<file path="config.mk">
export PLATFORM = sky130hd
export DESIGN_NAME = lbs_timer
export DESIGN_NICKNAME = d
export VERILOG_FILES = /design/src/lbs_pkg.sv /design/src/lbs_cap_if.sv /design/src/lbs_cap_reg.sv /design/src/lbs_timer.sv
export SDC_FILE = /design/constraint.sdc
export NUM_CORES = 1
export LEC_CHECK = 0
export ABC_AREA = 1
export BUFFER_PORTS_ARGS = -buffer_cell sky130_fd_sc_hd__buf_4
export CORE_MARGIN = 2
export CORE_UTILIZATION = 33
export DETAILED_ROUTE_END_ITERATION = 8
export MAX_ROUTING_LAYER = met4
export PLACE_DENSITY = 0.5
export SLEW_MARGIN = 20
export SYNTH_ARGS = -nofsm -noshare
export SYNTH_HDL_FRONTEND = slang
export SYNTH_SLANG_ARGS = --single-unit
</file>
<file path="constraint.sdc">
create_clock -name CLK -period 6.4 [get_ports CLK]
set_input_delay 1.28 -clock CLK [delete_from_list [all_inputs] [get_ports CLK]]
set_output_delay 1.28 -clock CLK [all_outputs]
set_load 0.01 [all_outputs]
</file>
<file path="src/lbs_pkg.sv">
// constants for the serial bus timing extension: register map, fields, events
// assumes a 32-bit AXI4-Lite register bus with byte addresses
package lbs_pkg;

  // ***********************************************************
  // widths
  // ***********************************************************
  localparam int LBS_AW = 8;
  localparam int LBS_DW = 32;
  localparam int LBS_TW = 16;
  localparam int LBS_EVW = 7;

  // ***********************************************************
  // register byte offsets
  // ***********************************************************
  localparam logic [LBS_AW-1:0] LBS_MAIN_CONTROL = 8'h00;
  localparam logic [LBS_AW-1:0] LBS_BUS_TIMER_CONTROL = 8'h04;
  localparam logic [LBS_AW-1:0] LBS_BUS_TIMER_VALUE = 8'h08;
  localparam logic [LBS_AW-1:0] LBS_EDGE_CAPTURE_A = 8'h0C;
  localparam logic [LBS_AW-1:0] LBS_EDGE_CAPTURE_B = 8'h10;
  localparam logic [LBS_AW-1:0] LBS_EVENT_STATUS = 8'h14;
  localparam logic [LBS_AW-1:0] LBS_IRQ_MASK = 8'h18;
  localparam logic [LBS_AW-1:0] LBS_RX_STATUS = 8'h1C;

  // ***********************************************************
  // main_control fields
  // ***********************************************************
  localparam int LBS_MC_TX_MANUAL_ENABLE = 0;
  localparam int LBS_MC_TX_MANUAL_LEVEL = 1;
  localparam int LBS_MC_TRANSMITTER_ENABLE = 2;
  localparam int LBS_MC_SEND_BREAK = 3;
  localparam int LBS_MC_LIN_MODE = 4;
  localparam int LBS_MC_W = 5;
  localparam logic [LBS_MC_W-1:0] LBS_MC_RESET = 5'h00;

  // ***********************************************************
  // bus_timer_control fields
  // ***********************************************************
  localparam int LBS_TC_RUN = 0;
  localparam int LBS_TC_CLEAR_ON_FALL = 1;
  localparam int LBS_TC_COUNT_WHILE_LOW = 2;
  localparam int LBS_TC_COMPARE_SELECT = 3;
  localparam int LBS_TC_CAPTURE_A_ENABLE = 4;
  localparam int LBS_TC_CAPTURE_B_ENABLE = 5;
  localparam int LBS_TC_W = 6;
  localparam logic [LBS_TC_W-1:0] LBS_TC_RESET = 6'h00;

  // ***********************************************************
  // event bits, shared by status and mask
  // ***********************************************************
  localparam int LBS_EV_OVERFLOW = 0;
  localparam int LBS_EV_MATCH = 1;
  localparam int LBS_EV_CAPTURE_A = 2;
  localparam int LBS_EV_CAPTURE_B = 3;
  localparam int LBS_EV_RX_FALL = 4;
  localparam int LBS_EV_RX_RISE = 5;
  localparam int LBS_EV_RX_CHAR = 6;
  localparam logic [LBS_EVW-1:0] LBS_EV_RESET = 7'h00;

  // ***********************************************************
  // rx_status fields
  // ***********************************************************
  localparam int LBS_RS_BREAK = 0;
  localparam int LBS_RS_FRAME = 1;

  // ***********************************************************
  // reset values and responses
  // ***********************************************************
  localparam logic [LBS_TW-1:0] LBS_TIMER_RESET = 16'h0000;
  localparam logic [LBS_TW-1:0] LBS_TIMER_MAX = 16'hFFFF;
  localparam logic [LBS_TW-1:0] LBS_TIMER_ONE = 16'h0001;
  localparam logic [1:0] LBS_RESP_OKAY = 2'h0;
  localparam logic [1:0] LBS_RESP_SLVERR = 2'h2;

  typedef logic [LBS_TW-1:0] lbs_count_t;

endpackage

</file>
<file path="src/lbs_cap_if.sv">
// bundle between the timer core and one edge capture register
// assumes both ends share one clock
`timescale 1ns/1ps
interface lbs_cap_if;
  import lbs_pkg::*;
  logic cap_en;
  lbs_count_t cap_val;
  logic wr_en;
  lbs_count_t wr_val;
  lbs_count_t q;
  modport core (output cap_en, output cap_val, output wr_en, output wr_val, input q);
  modport store (input cap_en, input cap_val, input wr_en, input wr_val, output q);
endinterface

</file>
<file path="src/lbs_cap_reg.sv">
// one 16-bit edge capture register with software write access
// assumes capture and write requests are single-cycle pulses
`timescale 1ns/1ps
module lbs_cap_reg (
  input wire logic clk,
  input wire logic rst,
  lbs_cap_if.store port
);
  import lbs_pkg::*;

  lbs_count_t value;
  lbs_count_t next_value;

  // holds until the next qualifying edge or a software write
  always_comb begin
    next_value = value;
    if (port.cap_en) begin
      next_value = port.cap_val;
    end else if (port.wr_en) begin
      next_value = port.wr_val;
    end
  end

  always_ff @(posedge clk or posedge rst) begin
    if (rst) begin
      value <= LBS_TIMER_RESET;
    end else begin
      value <= next_value;
    end
  end

  assign port.q = value;
endmodule

</file>
<file path="src/lbs_timer.sv">
// serial bus timing extension: edge timer, captures, compare, tx pin override
// assumes RXD and framer inputs are synchronous to CLK; AXI4-Lite slave
//
// Functional notes
// - 16-bit timer counts each clock while enabled; software reads and writes it.
// - timer overflow raises a maskable overflow event.
// - capture mode latches timer into register A on each RX falling edge.
// - compare select turns register A into compare value raising match event.
// - register B latches timer on each RX rising edge, with event.
// - manual enable with transmitter off makes TX follow manual level bit.
// - count-while-low lets timer advance only while RX is low.
// - clear-on-fall zeroes the timer on each RX falling edge, then counts.
// - timer counts only while run bit is set.
// - separate enables arm capture A on falls and capture B on rises.
// - each RX falling edge raises a maskable falling-edge event.
// - each RX rising edge raises a maskable rising-edge event.
// - received-character event is raised at the commander stop bit midpoint.
// - in LIN mode no framing or break error for the all-zero pattern.
//
// The AXI4-Lite interface to the registers and the register offsets are this design's own decisions.
`timescale 1ns/1ps
module lbs_timer (
  input wire logic CLK,
  input wire logic RST,
  input wire logic RXD,
  input wire logic TX_SERIAL,
  input wire logic RX_STOP_MID,
  input wire logic RX_BREAK_SEEN,
  input wire logic RX_FRAME_ERR,
  output logic TXD,
  output logic TX_ENABLE,
  output logic SEND_BREAK,
  output logic IRQ,
  input wire logic AWVALID,
  output logic AWREADY,
  input wire logic [lbs_pkg::LBS_AW-1:0] AWADDR,
  input wire logic [2:0] AWPROT,
  input wire logic WVALID,
  output logic WREADY,
  input wire logic [lbs_pkg::LBS_DW-1:0] WDATA,
  input wire logic [3:0] WSTRB,
  output logic BVALID,
  input wire logic BREADY,
  output logic [1:0] BRESP,
  input wire logic ARVALID,
  output logic ARREADY,
  input wire logic [lbs_pkg::LBS_AW-1:0] ARADDR,
  input wire logic [2:0] ARPROT,
  output logic RVALID,
  input wire logic RREADY,
  output logic [lbs_pkg::LBS_DW-1:0] RDATA,
  output logic [1:0] RRESP
);
  import lbs_pkg::*;

  // ***********************************************************
  // state
  // ***********************************************************
  logic [LBS_MC_W-1:0] main_control, next_main_control;
  logic [LBS_TC_W-1:0] bus_timer_control, next_bus_timer_control;
  lbs_count_t bus_timer_count, next_bus_timer_count;
  logic [LBS_EVW-1:0] event_status, next_event_status;
  logic [LBS_EVW-1:0] irq_mask, next_irq_mask;
  logic [1:0] rx_status, next_rx_status;
  logic rx_prev, next_rx_prev;
  logic next_txd, next_irq;
  logic aw_held, next_aw_held;
  logic w_held, next_w_held;
  logic [LBS_AW-1:0] aw_addr, next_aw_addr;
  logic [LBS_DW-1:0] w_data, next_w_data;
  logic [3:0] w_strb, next_w_strb;
  logic next_bvalid, next_rvalid, next_arready;
  logic [1:0] next_bresp, next_rresp;
  logic [LBS_DW-1:0] next_rdata;

  // working signals
  logic rx_fall, rx_rise, advance, wr_go, rd_go;
  logic [LBS_DW-1:0] wval, rval;
  logic wr_ok, rd_ok;
  logic [LBS_EVW-1:0] ev_set, ev_clr;

  lbs_cap_if cap_a ();
  lbs_cap_if cap_b ();

  lbs_cap_reg u_cap_a (
    .clk(CLK),
    .rst(RST),
    .port(cap_a)
  );

  lbs_cap_reg u_cap_b (
    .clk(CLK),
    .rst(RST),
    .port(cap_b)
  );

  // ***********************************************************
  // next-state logic
  // ***********************************************************
  always_comb begin
    next_main_control = main_control;
    next_bus_timer_control = bus_timer_control;
    next_bus_timer_count = bus_timer_count;
    next_irq_mask = irq_mask;
    next_rx_status = rx_status;
    next_aw_held = aw_held;
    next_w_held = w_held;
    next_aw_addr = aw_addr;
    next_w_data = w_data;
    next_w_strb = w_strb;
    next_bvalid = BVALID;
    next_bresp = BRESP;
    next_rvalid = RVALID;
    next_rresp = RRESP;
    next_rdata = RDATA;
    ev_set = LBS_EV_RESET;
    ev_clr = LBS_EV_RESET;
    wr_ok = 1'b1;
    rd_ok = 1'b1;
    rval = '0;
    next_rx_prev = RXD;

    // edges of the receive line, in the first cycle at the new level
    rx_fall = rx_prev & ~RXD;
    rx_rise = ~rx_prev & RXD;

    // counter advance gating
    advance = bus_timer_control[LBS_TC_RUN]
      & (~bus_timer_control[LBS_TC_COUNT_WHILE_LOW] | ~RXD);

    // timer
    if (rx_fall && bus_timer_control[LBS_TC_CLEAR_ON_FALL]) begin
      next_bus_timer_count = LBS_TIMER_RESET;
    end else if (advance) begin
      next_bus_timer_count = bus_timer_count + LBS_TIMER_ONE;
      if (bus_timer_count == LBS_TIMER_MAX) begin
        ev_set[LBS_EV_OVERFLOW] = 1'b1;
      end
      if (bus_timer_control[LBS_TC_COMPARE_SELECT]
          && next_bus_timer_count == cap_a.q) begin
        ev_set[LBS_EV_MATCH] = 1'b1;
      end
    end

    // captures
    cap_a.cap_en = rx_fall & bus_timer_control[LBS_TC_CAPTURE_A_ENABLE]
      & ~bus_timer_control[LBS_TC_COMPARE_SELECT];
    cap_b.cap_en = rx_rise & bus_timer_control[LBS_TC_CAPTURE_B_ENABLE];
    cap_a.cap_val = bus_timer_count;
    cap_b.cap_val = bus_timer_count;
    ev_set[LBS_EV_CAPTURE_A] = cap_a.cap_en;
    ev_set[LBS_EV_CAPTURE_B] = cap_b.cap_en;
    ev_set[LBS_EV_RX_FALL] = rx_fall;
    ev_set[LBS_EV_RX_RISE] = rx_rise;
    ev_set[LBS_EV_RX_CHAR] = RX_STOP_MID;

    // write channel capture
    if (AWVALID && AWREADY) begin
      next_aw_held = 1'b1;
      next_aw_addr = AWADDR;
    end
    if (WVALID && WREADY) begin
      next_w_held = 1'b1;
      next_w_data = WDATA;
      next_w_strb = WSTRB;
    end
    if (BVALID && BREADY) begin
      next_bvalid = 1'b0;
    end

    // register write once address and data are both held
    wr_go = aw_held & w_held & ~BVALID;
    wval = {{8{w_strb[3]}}, {8{w_strb[2]}}, {8{w_strb[1]}}, {8{w_strb[0]}}} & w_data;
    cap_a.wr_en = 1'b0;
    cap_b.wr_en = 1'b0;
    cap_a.wr_val = wval[LBS_TW-1:0];
    cap_b.wr_val = wval[LBS_TW-1:0];
    if (wr_go) begin
      next_aw_held = 1'b0;
      next_w_held = 1'b0;
      next_bvalid = 1'b1;
      if (aw_addr == LBS_MAIN_CONTROL) begin
        next_main_control = wval[LBS_MC_W-1:0];
      end else if (aw_addr == LBS_BUS_TIMER_CONTROL) begin
        next_bus_timer_control = wval[LBS_TC_W-1:0];
      end else if (aw_addr == LBS_BUS_TIMER_VALUE) begin
        next_bus_timer_count = wval[LBS_TW-1:0];
      end else if (aw_addr == LBS_EDGE_CAPTURE_A) begin
        cap_a.wr_en = 1'b1;
      end else if (aw_addr == LBS_EDGE_CAPTURE_B) begin
        cap_b.wr_en = 1'b1;
      end else if (aw_addr == LBS_EVENT_STATUS) begin
        ev_clr = wval[LBS_EVW-1:0];
      end else if (aw_addr == LBS_IRQ_MASK) begin
        next_irq_mask = wval[LBS_EVW-1:0];
      end else if (aw_addr == LBS_RX_STATUS) begin
        next_rx_status = rx_status & ~wval[1:0];
      end else begin
        wr_ok = 1'b0;
      end
      next_bresp = wr_ok ? LBS_RESP_OKAY : LBS_RESP_SLVERR;
    end

    // receiver errors, break and framing both masked for every pattern in LIN mode
    // applied after the clear so a same-cycle error survives it
    if (!main_control[LBS_MC_LIN_MODE]) begin
      next_rx_status[LBS_RS_BREAK] = next_rx_status[LBS_RS_BREAK] | RX_BREAK_SEEN;
      next_rx_status[LBS_RS_FRAME] = next_rx_status[LBS_RS_FRAME] | RX_FRAME_ERR;
    end

    // sticky events, a new event beats a same-cycle clear
    next_event_status = (event_status & ~ev_clr) | ev_set;

    // read channel
    rd_go = ARVALID & ARREADY;
    if (RVALID && RREADY) begin
      next_rvalid = 1'b0;
    end
    if (ARADDR == LBS_MAIN_CONTROL) begin
      rval[LBS_MC_W-1:0] = main_control;
    end else if (ARADDR == LBS_BUS_TIMER_CONTROL) begin
      rval[LBS_TC_W-1:0] = bus_timer_control;
    end else if (ARADDR == LBS_BUS_TIMER_VALUE) begin
      rval[LBS_TW-1:0] = bus_timer_count;
    end else if (ARADDR == LBS_EDGE_CAPTURE_A) begin
      rval[LBS_TW-1:0] = cap_a.q;
    end else if (ARADDR == LBS_EDGE_CAPTURE_B) begin
      rval[LBS_TW-1:0] = cap_b.q;
    end else if (ARADDR == LBS_EVENT_STATUS) begin
      rval[LBS_EVW-1:0] = event_status;
    end else if (ARADDR == LBS_IRQ_MASK) begin
      rval[LBS_EVW-1:0] = irq_mask;
    end else if (ARADDR == LBS_RX_STATUS) begin
      rval[1:0] = rx_status;
    end else begin
      rd_ok = 1'b0;
    end
    if (rd_go) begin
      next_rvalid = 1'b1;
      next_rdata = rval;
      next_rresp = rd_ok ? LBS_RESP_OKAY : LBS_RESP_SLVERR;
    end
    next_arready = ~next_rvalid & ~rd_go;

    // pins and interrupt
    if (main_control[LBS_MC_TX_MANUAL_ENABLE] && !main_control[LBS_MC_TRANSMITTER_ENABLE]) begin
      next_txd = main_control[LBS_MC_TX_MANUAL_LEVEL];
    end else begin
      next_txd = TX_SERIAL;
    end
    next_irq = |(next_event_status & next_irq_mask);
  end

  // ***********************************************************
  // registers
  // ***********************************************************
  always_ff @(posedge CLK or posedge RST) begin
    if (RST) begin
      main_control <= LBS_MC_RESET;
      bus_timer_control <= LBS_TC_RESET;
      bus_timer_count <= LBS_TIMER_RESET;
      event_status <= LBS_EV_RESET;
      irq_mask <= LBS_EV_RESET;
      rx_status <= 2'h0;
      rx_prev <= 1'b1;
      TXD <= 1'b1;
      TX_ENABLE <= 1'b0;
      SEND_BREAK <= 1'b0;
      IRQ <= 1'b0;
      aw_held <= 1'b0;
      w_held <= 1'b0;
      aw_addr <= '0;
      w_data <= '0;
      w_strb <= 4'h0;
      AWREADY <= 1'b0;
      WREADY <= 1'b0;
      BVALID <= 1'b0;
      BRESP <= LBS_RESP_OKAY;
      ARREADY <= 1'b0;
      RVALID <= 1'b0;
      RDATA <= '0;
      RRESP <= LBS_RESP_OKAY;
    end else begin
      main_control <= next_main_control;
      bus_timer_control <= next_bus_timer_control;
      bus_timer_count <= next_bus_timer_count;
      event_status <= next_event_status;
      irq_mask <= next_irq_mask;
      rx_status <= next_rx_status;
      rx_prev <= next_rx_prev;
      TXD <= next_txd;
      TX_ENABLE <= next_main_control[LBS_MC_TRANSMITTER_ENABLE];
      SEND_BREAK <= next_main_control[LBS_MC_SEND_BREAK];
      IRQ <= next_irq;
      aw_held <= next_aw_held;
      w_held <= next_w_held;
      aw_addr <= next_aw_addr;
      w_data <= next_w_data;
      w_strb <= next_w_strb;
      AWREADY <= ~next_aw_held;
      WREADY <= ~next_w_held;
      BVALID <= next_bvalid;
      BRESP <= next_bresp;
      ARREADY <= next_arready;
      RVALID <= next_rvalid;
      RDATA <= next_rdata;
      RRESP <= next_rresp;
    end
  end
endmodule

</file>
==> results.json <==
{
  "fp-row-count": 52,
  "io_buffers": 72,
  "report.final.slew_viol_count": 0,
  "drt_wl_total_mm": 20.73,
  "cts_tree": "built",
  "min_path_type": "reg -> reg",
  "hpwl_mm": 14.66,
  "cts_num_sinks": 129,
  "synth-seq-area-share_pct": 46.85,
  "cts.path.max_buffers": 2,
  "viasPerCell": 4.917,
  "critPathKind": "in -> reg",
  "synth_top_family_by_area": "simple AND/OR/NAND/NOR gates",
  "clk_pin_slew_ps": 60,
  "whs_path_depth": 2,
  "grt_util_all_layers_pct": 20.49,
  "gp_congestion": 0.9199,
  "max_freq_mhz": 304.2,
  "fin_crit_sh_pct": 51.36,
  "synth_flop_cell": "dfrtp_1",
  "rr_worst_depth": 8,
  "cts_resized": 0,
  "synth-compound-area-share_pct": 16.28,
  "cts_buffers": 17,
  "worstSetupStartpointType": "input port",
  "synth_top_area_share_pct": 46.09,
  "antenna_cells": 0,
  "skew_ps": 9.416,
  "overflow": 0,
  "worstPathMaxFanout": 32,
  "status": "complete, no violations",
  "synthCells": 912,
  "cts-root-buf": "clkbuf_16",
  "grt_max_degree": 72,
  "nFillCells": 2140,
  "areaGrowthSynthToFinish_pct": 19.96,
  "post-route-min-period_ps": 3287,
  "synth-xor-area-share_pct": 0.7077,
  "synth_area_leaders": "dfrtp_1, nand2_1, o21ai_0",
  "die_y_um": 148.6,
  "drv_cap": 0,
  "ff2ff_setup_slack_ps": 3650,
  "ys_ff_latch": 129,
  "fin_tns_setup_ps": 0,
  "rsz0062_at_grt": "false",
  "dieArea_um2": 22070,
  "num_vias": 6185,
  "drc": 0,
  "synthArstFlopShare_pct": 100.0,
  "switching_share_pct": 37.60,
  "die_w_um": 148.6,
  "ir_worst_vdd_mv": 0.3241,
  "syn_area_um2": 6895,
  "synth-edff-count": 0,
  "fin_area_um2": 8272,
  "p_leak_uw": 0.004127,
  "cts_setup_buffers": 0,
  "avgSynthCellArea_um2": 7.561,
  "finalNetCount": 1046,
  "p_int_uw": 2115,
  "tightest_slew_ps": 1020,
  "coreArea_um2": 20360,
  "muxShareOfSynthArea_pct": 0,
  "hold_path_end": "w_data[5]",
  "cp-startpoint": "RXD",
  "initial_core_util_pct": 33.86,
  "ant_nets": 0,
  "arrival_ps": 3630,
  "hold_buffers": 0,
  "hold_violations": 0,
  "post_dp_cell_area_um2": 7635,
  "cts_max_level": 4,
  "clockPowerShare_pct": 31.5,
  "yosys.area.top_type": "dfrtp_1",
  "first_pass_iters": 6,
  "initialDrtViolationCount": 456,
  "grt_pass1_vias": 6002,
  "seq_area_um2": 3231,
  "grt_antenna_before_repair": 0,
  "wl_per_cell_um": 16.48,
  "power_frac_seq_pct": 38.8,
  "slew_headroom_pct": 31.57,
  "multi_input_area_um2": 3095,
  "hold_start": "w_data[5]",
  "ys_types": 42,
  "insertion_delay_ps": 430,
  "power.density_nw_per_um2": 409.8,
  "timing.rr.start": "rx_prev",
  "finalSetupViolations": 0,
  "synth_warnings": 0,
  "p_sw_uw": 1274,
  "synth-adder-area-share_pct": 0.1815,
  "fin_util_pct": 40.62,
  "yosys.area_share.simple_pct": 26.57,
  "layout-drive-gt1-share_pct": 13.46,
  "pin_count": 115,
  "r2r-end": "u_cap_a.port.q[1]",
  "required_ps": 6740,
  "cp-end-kind": "flip-flop",
  "grt_pass1_wl_mm": 33.60,
  "power_frac_comb_pct": 29.7
}
==> worst max-delay path by stage <==
stage,to
floorplan,ARREADY
global placement,u_cap_a.port.q[0]
detailed placement,u_cap_a.port.q[1]
CTS,u_cap_a.port.q[1]
global route,u_cap_a.port.q[10]
finish,u_cap_a.port.q[1]
==> logic make-up (layout without fill, tap and decap cells) <==
group,count (synthesis),in the layout
AO/OA/AOI/OAI,192,192
XOR/XNOR,4,4
buffers and inverters,148,207
AND/OR/NAND/NOR,437,437
adder cells (fa/ha/maj),1,1
flip-flops,129,129
other,1,18
==> layer usage <==
layer | GRT usage, % | vias up | part of all wire (%)
met5 | - | - | 0
met4 | 5.571 | 0 | 1.6
met1 | 29.59 | 2891 | 50
met3 | 3.528 | 23 | 5.2
met2 | 29.77 | 175 | 43
li1 | - | 3096 | -
==> power by group through the flow <==
stage / combinational [uW] / clock, uW / sequential [uW]
after floorplan: 792 / 0 / 1210
after global placement: 1000 / 0 / 1330
after detailed placement: 1010 / 0 / 1330
after CTS: 1010 / 1080 / 1310
after global routing: 1160 / 1120 / 1350
final: 1010 / 1070 / 1320
==> registers in the layout, summed over array words and instances, names as in the netlist, 7 cells and up <==
name and cells:
u_cap_a.port.q 16, event_status 7, aw_addr 8, irq_mask 7, w_data 16, u_cap_b.port.q 16
bus_timer_count 16, RDATA 16
==> final cells by class <==
cell class | count | area share (%)
Multi-Input combinational cell | 652 | 37.42
Clock buffer | 21 | 5.445
Sequential cell | 129 | 39.06
Tap cell | 270 | 4.084
Inverter | 92 | 4.205
Clock inverter | 11 | 2.254
Timing Repair Buffer | 83 | 7.533
==> worst max-delay path, cell delays in order <==
cell and delay [ps]:
buf_4 140, inv_1 80, nand2_1 110, nor3_1 150, buf_4 170, clkinv_1 790
o31ai_4 240, buf_4 380, o211ai_1 140, o21ai_0 100
==> placed cells by master, fill, tap and decap left out, drive strengths merged, types with 2 or more instances in the layout <==
cell	synthesis	routed
nor3	9	9
nand3	45	45
nor2	78	78
nand4	13	13
a221oi	8	8
clkinv	3	9
o2111ai	8	8
clkbuf	26	21
a31oi	11	11
buf	30	83
bufinv	0	5
nand2	289	289
a21oi	34	34
dfrtp	127	127
o211ai	24	24
o21ai	99	99
o31ai	3	3
dfstp	2	2
nor4	2	2
xor2	2	2
inv	89	88
conb	1	18
==> stage by stage <==
step           total power, uW  hold WS [ps]  worst slack, ps  std cells
2_1_floorplan             2007         446.1             1682        929
3_3_place_gp              2326         464.1             2958       1226
3_5_place_dp              2332         454.6             2911       1226
4_1_cts                   3409         481.0             3370       1258
5_1_grt                   3632         496.3             2917       1258
6_report                  3389         475.7             3113       1258
==> cell usage after synthesis, types with 2 or more instances <==
cell	instances
nor2_1	72
nand4_1	13
inv_1	87
inv_2	2
a221oi_1	8
buf_2	10
o21ai_1	2
o2111ai_1	8
clkbuf_1	24
buf_4	20
dfstp_2	2
o31ai_1	2
nand2_2	3
nor2_4	4
nor3_1	8
o211ai_1	24
o21ai_0	97
clkbuf_2	2
dfrtp_1	127
nor4_1	2
nand3_1	42
a31oi_1	11
clkinv_1	3
nand2_1	286
a21oi_1	34
nand3_2	2
xor2_1	2
Power figures use the tool's default switching activity.
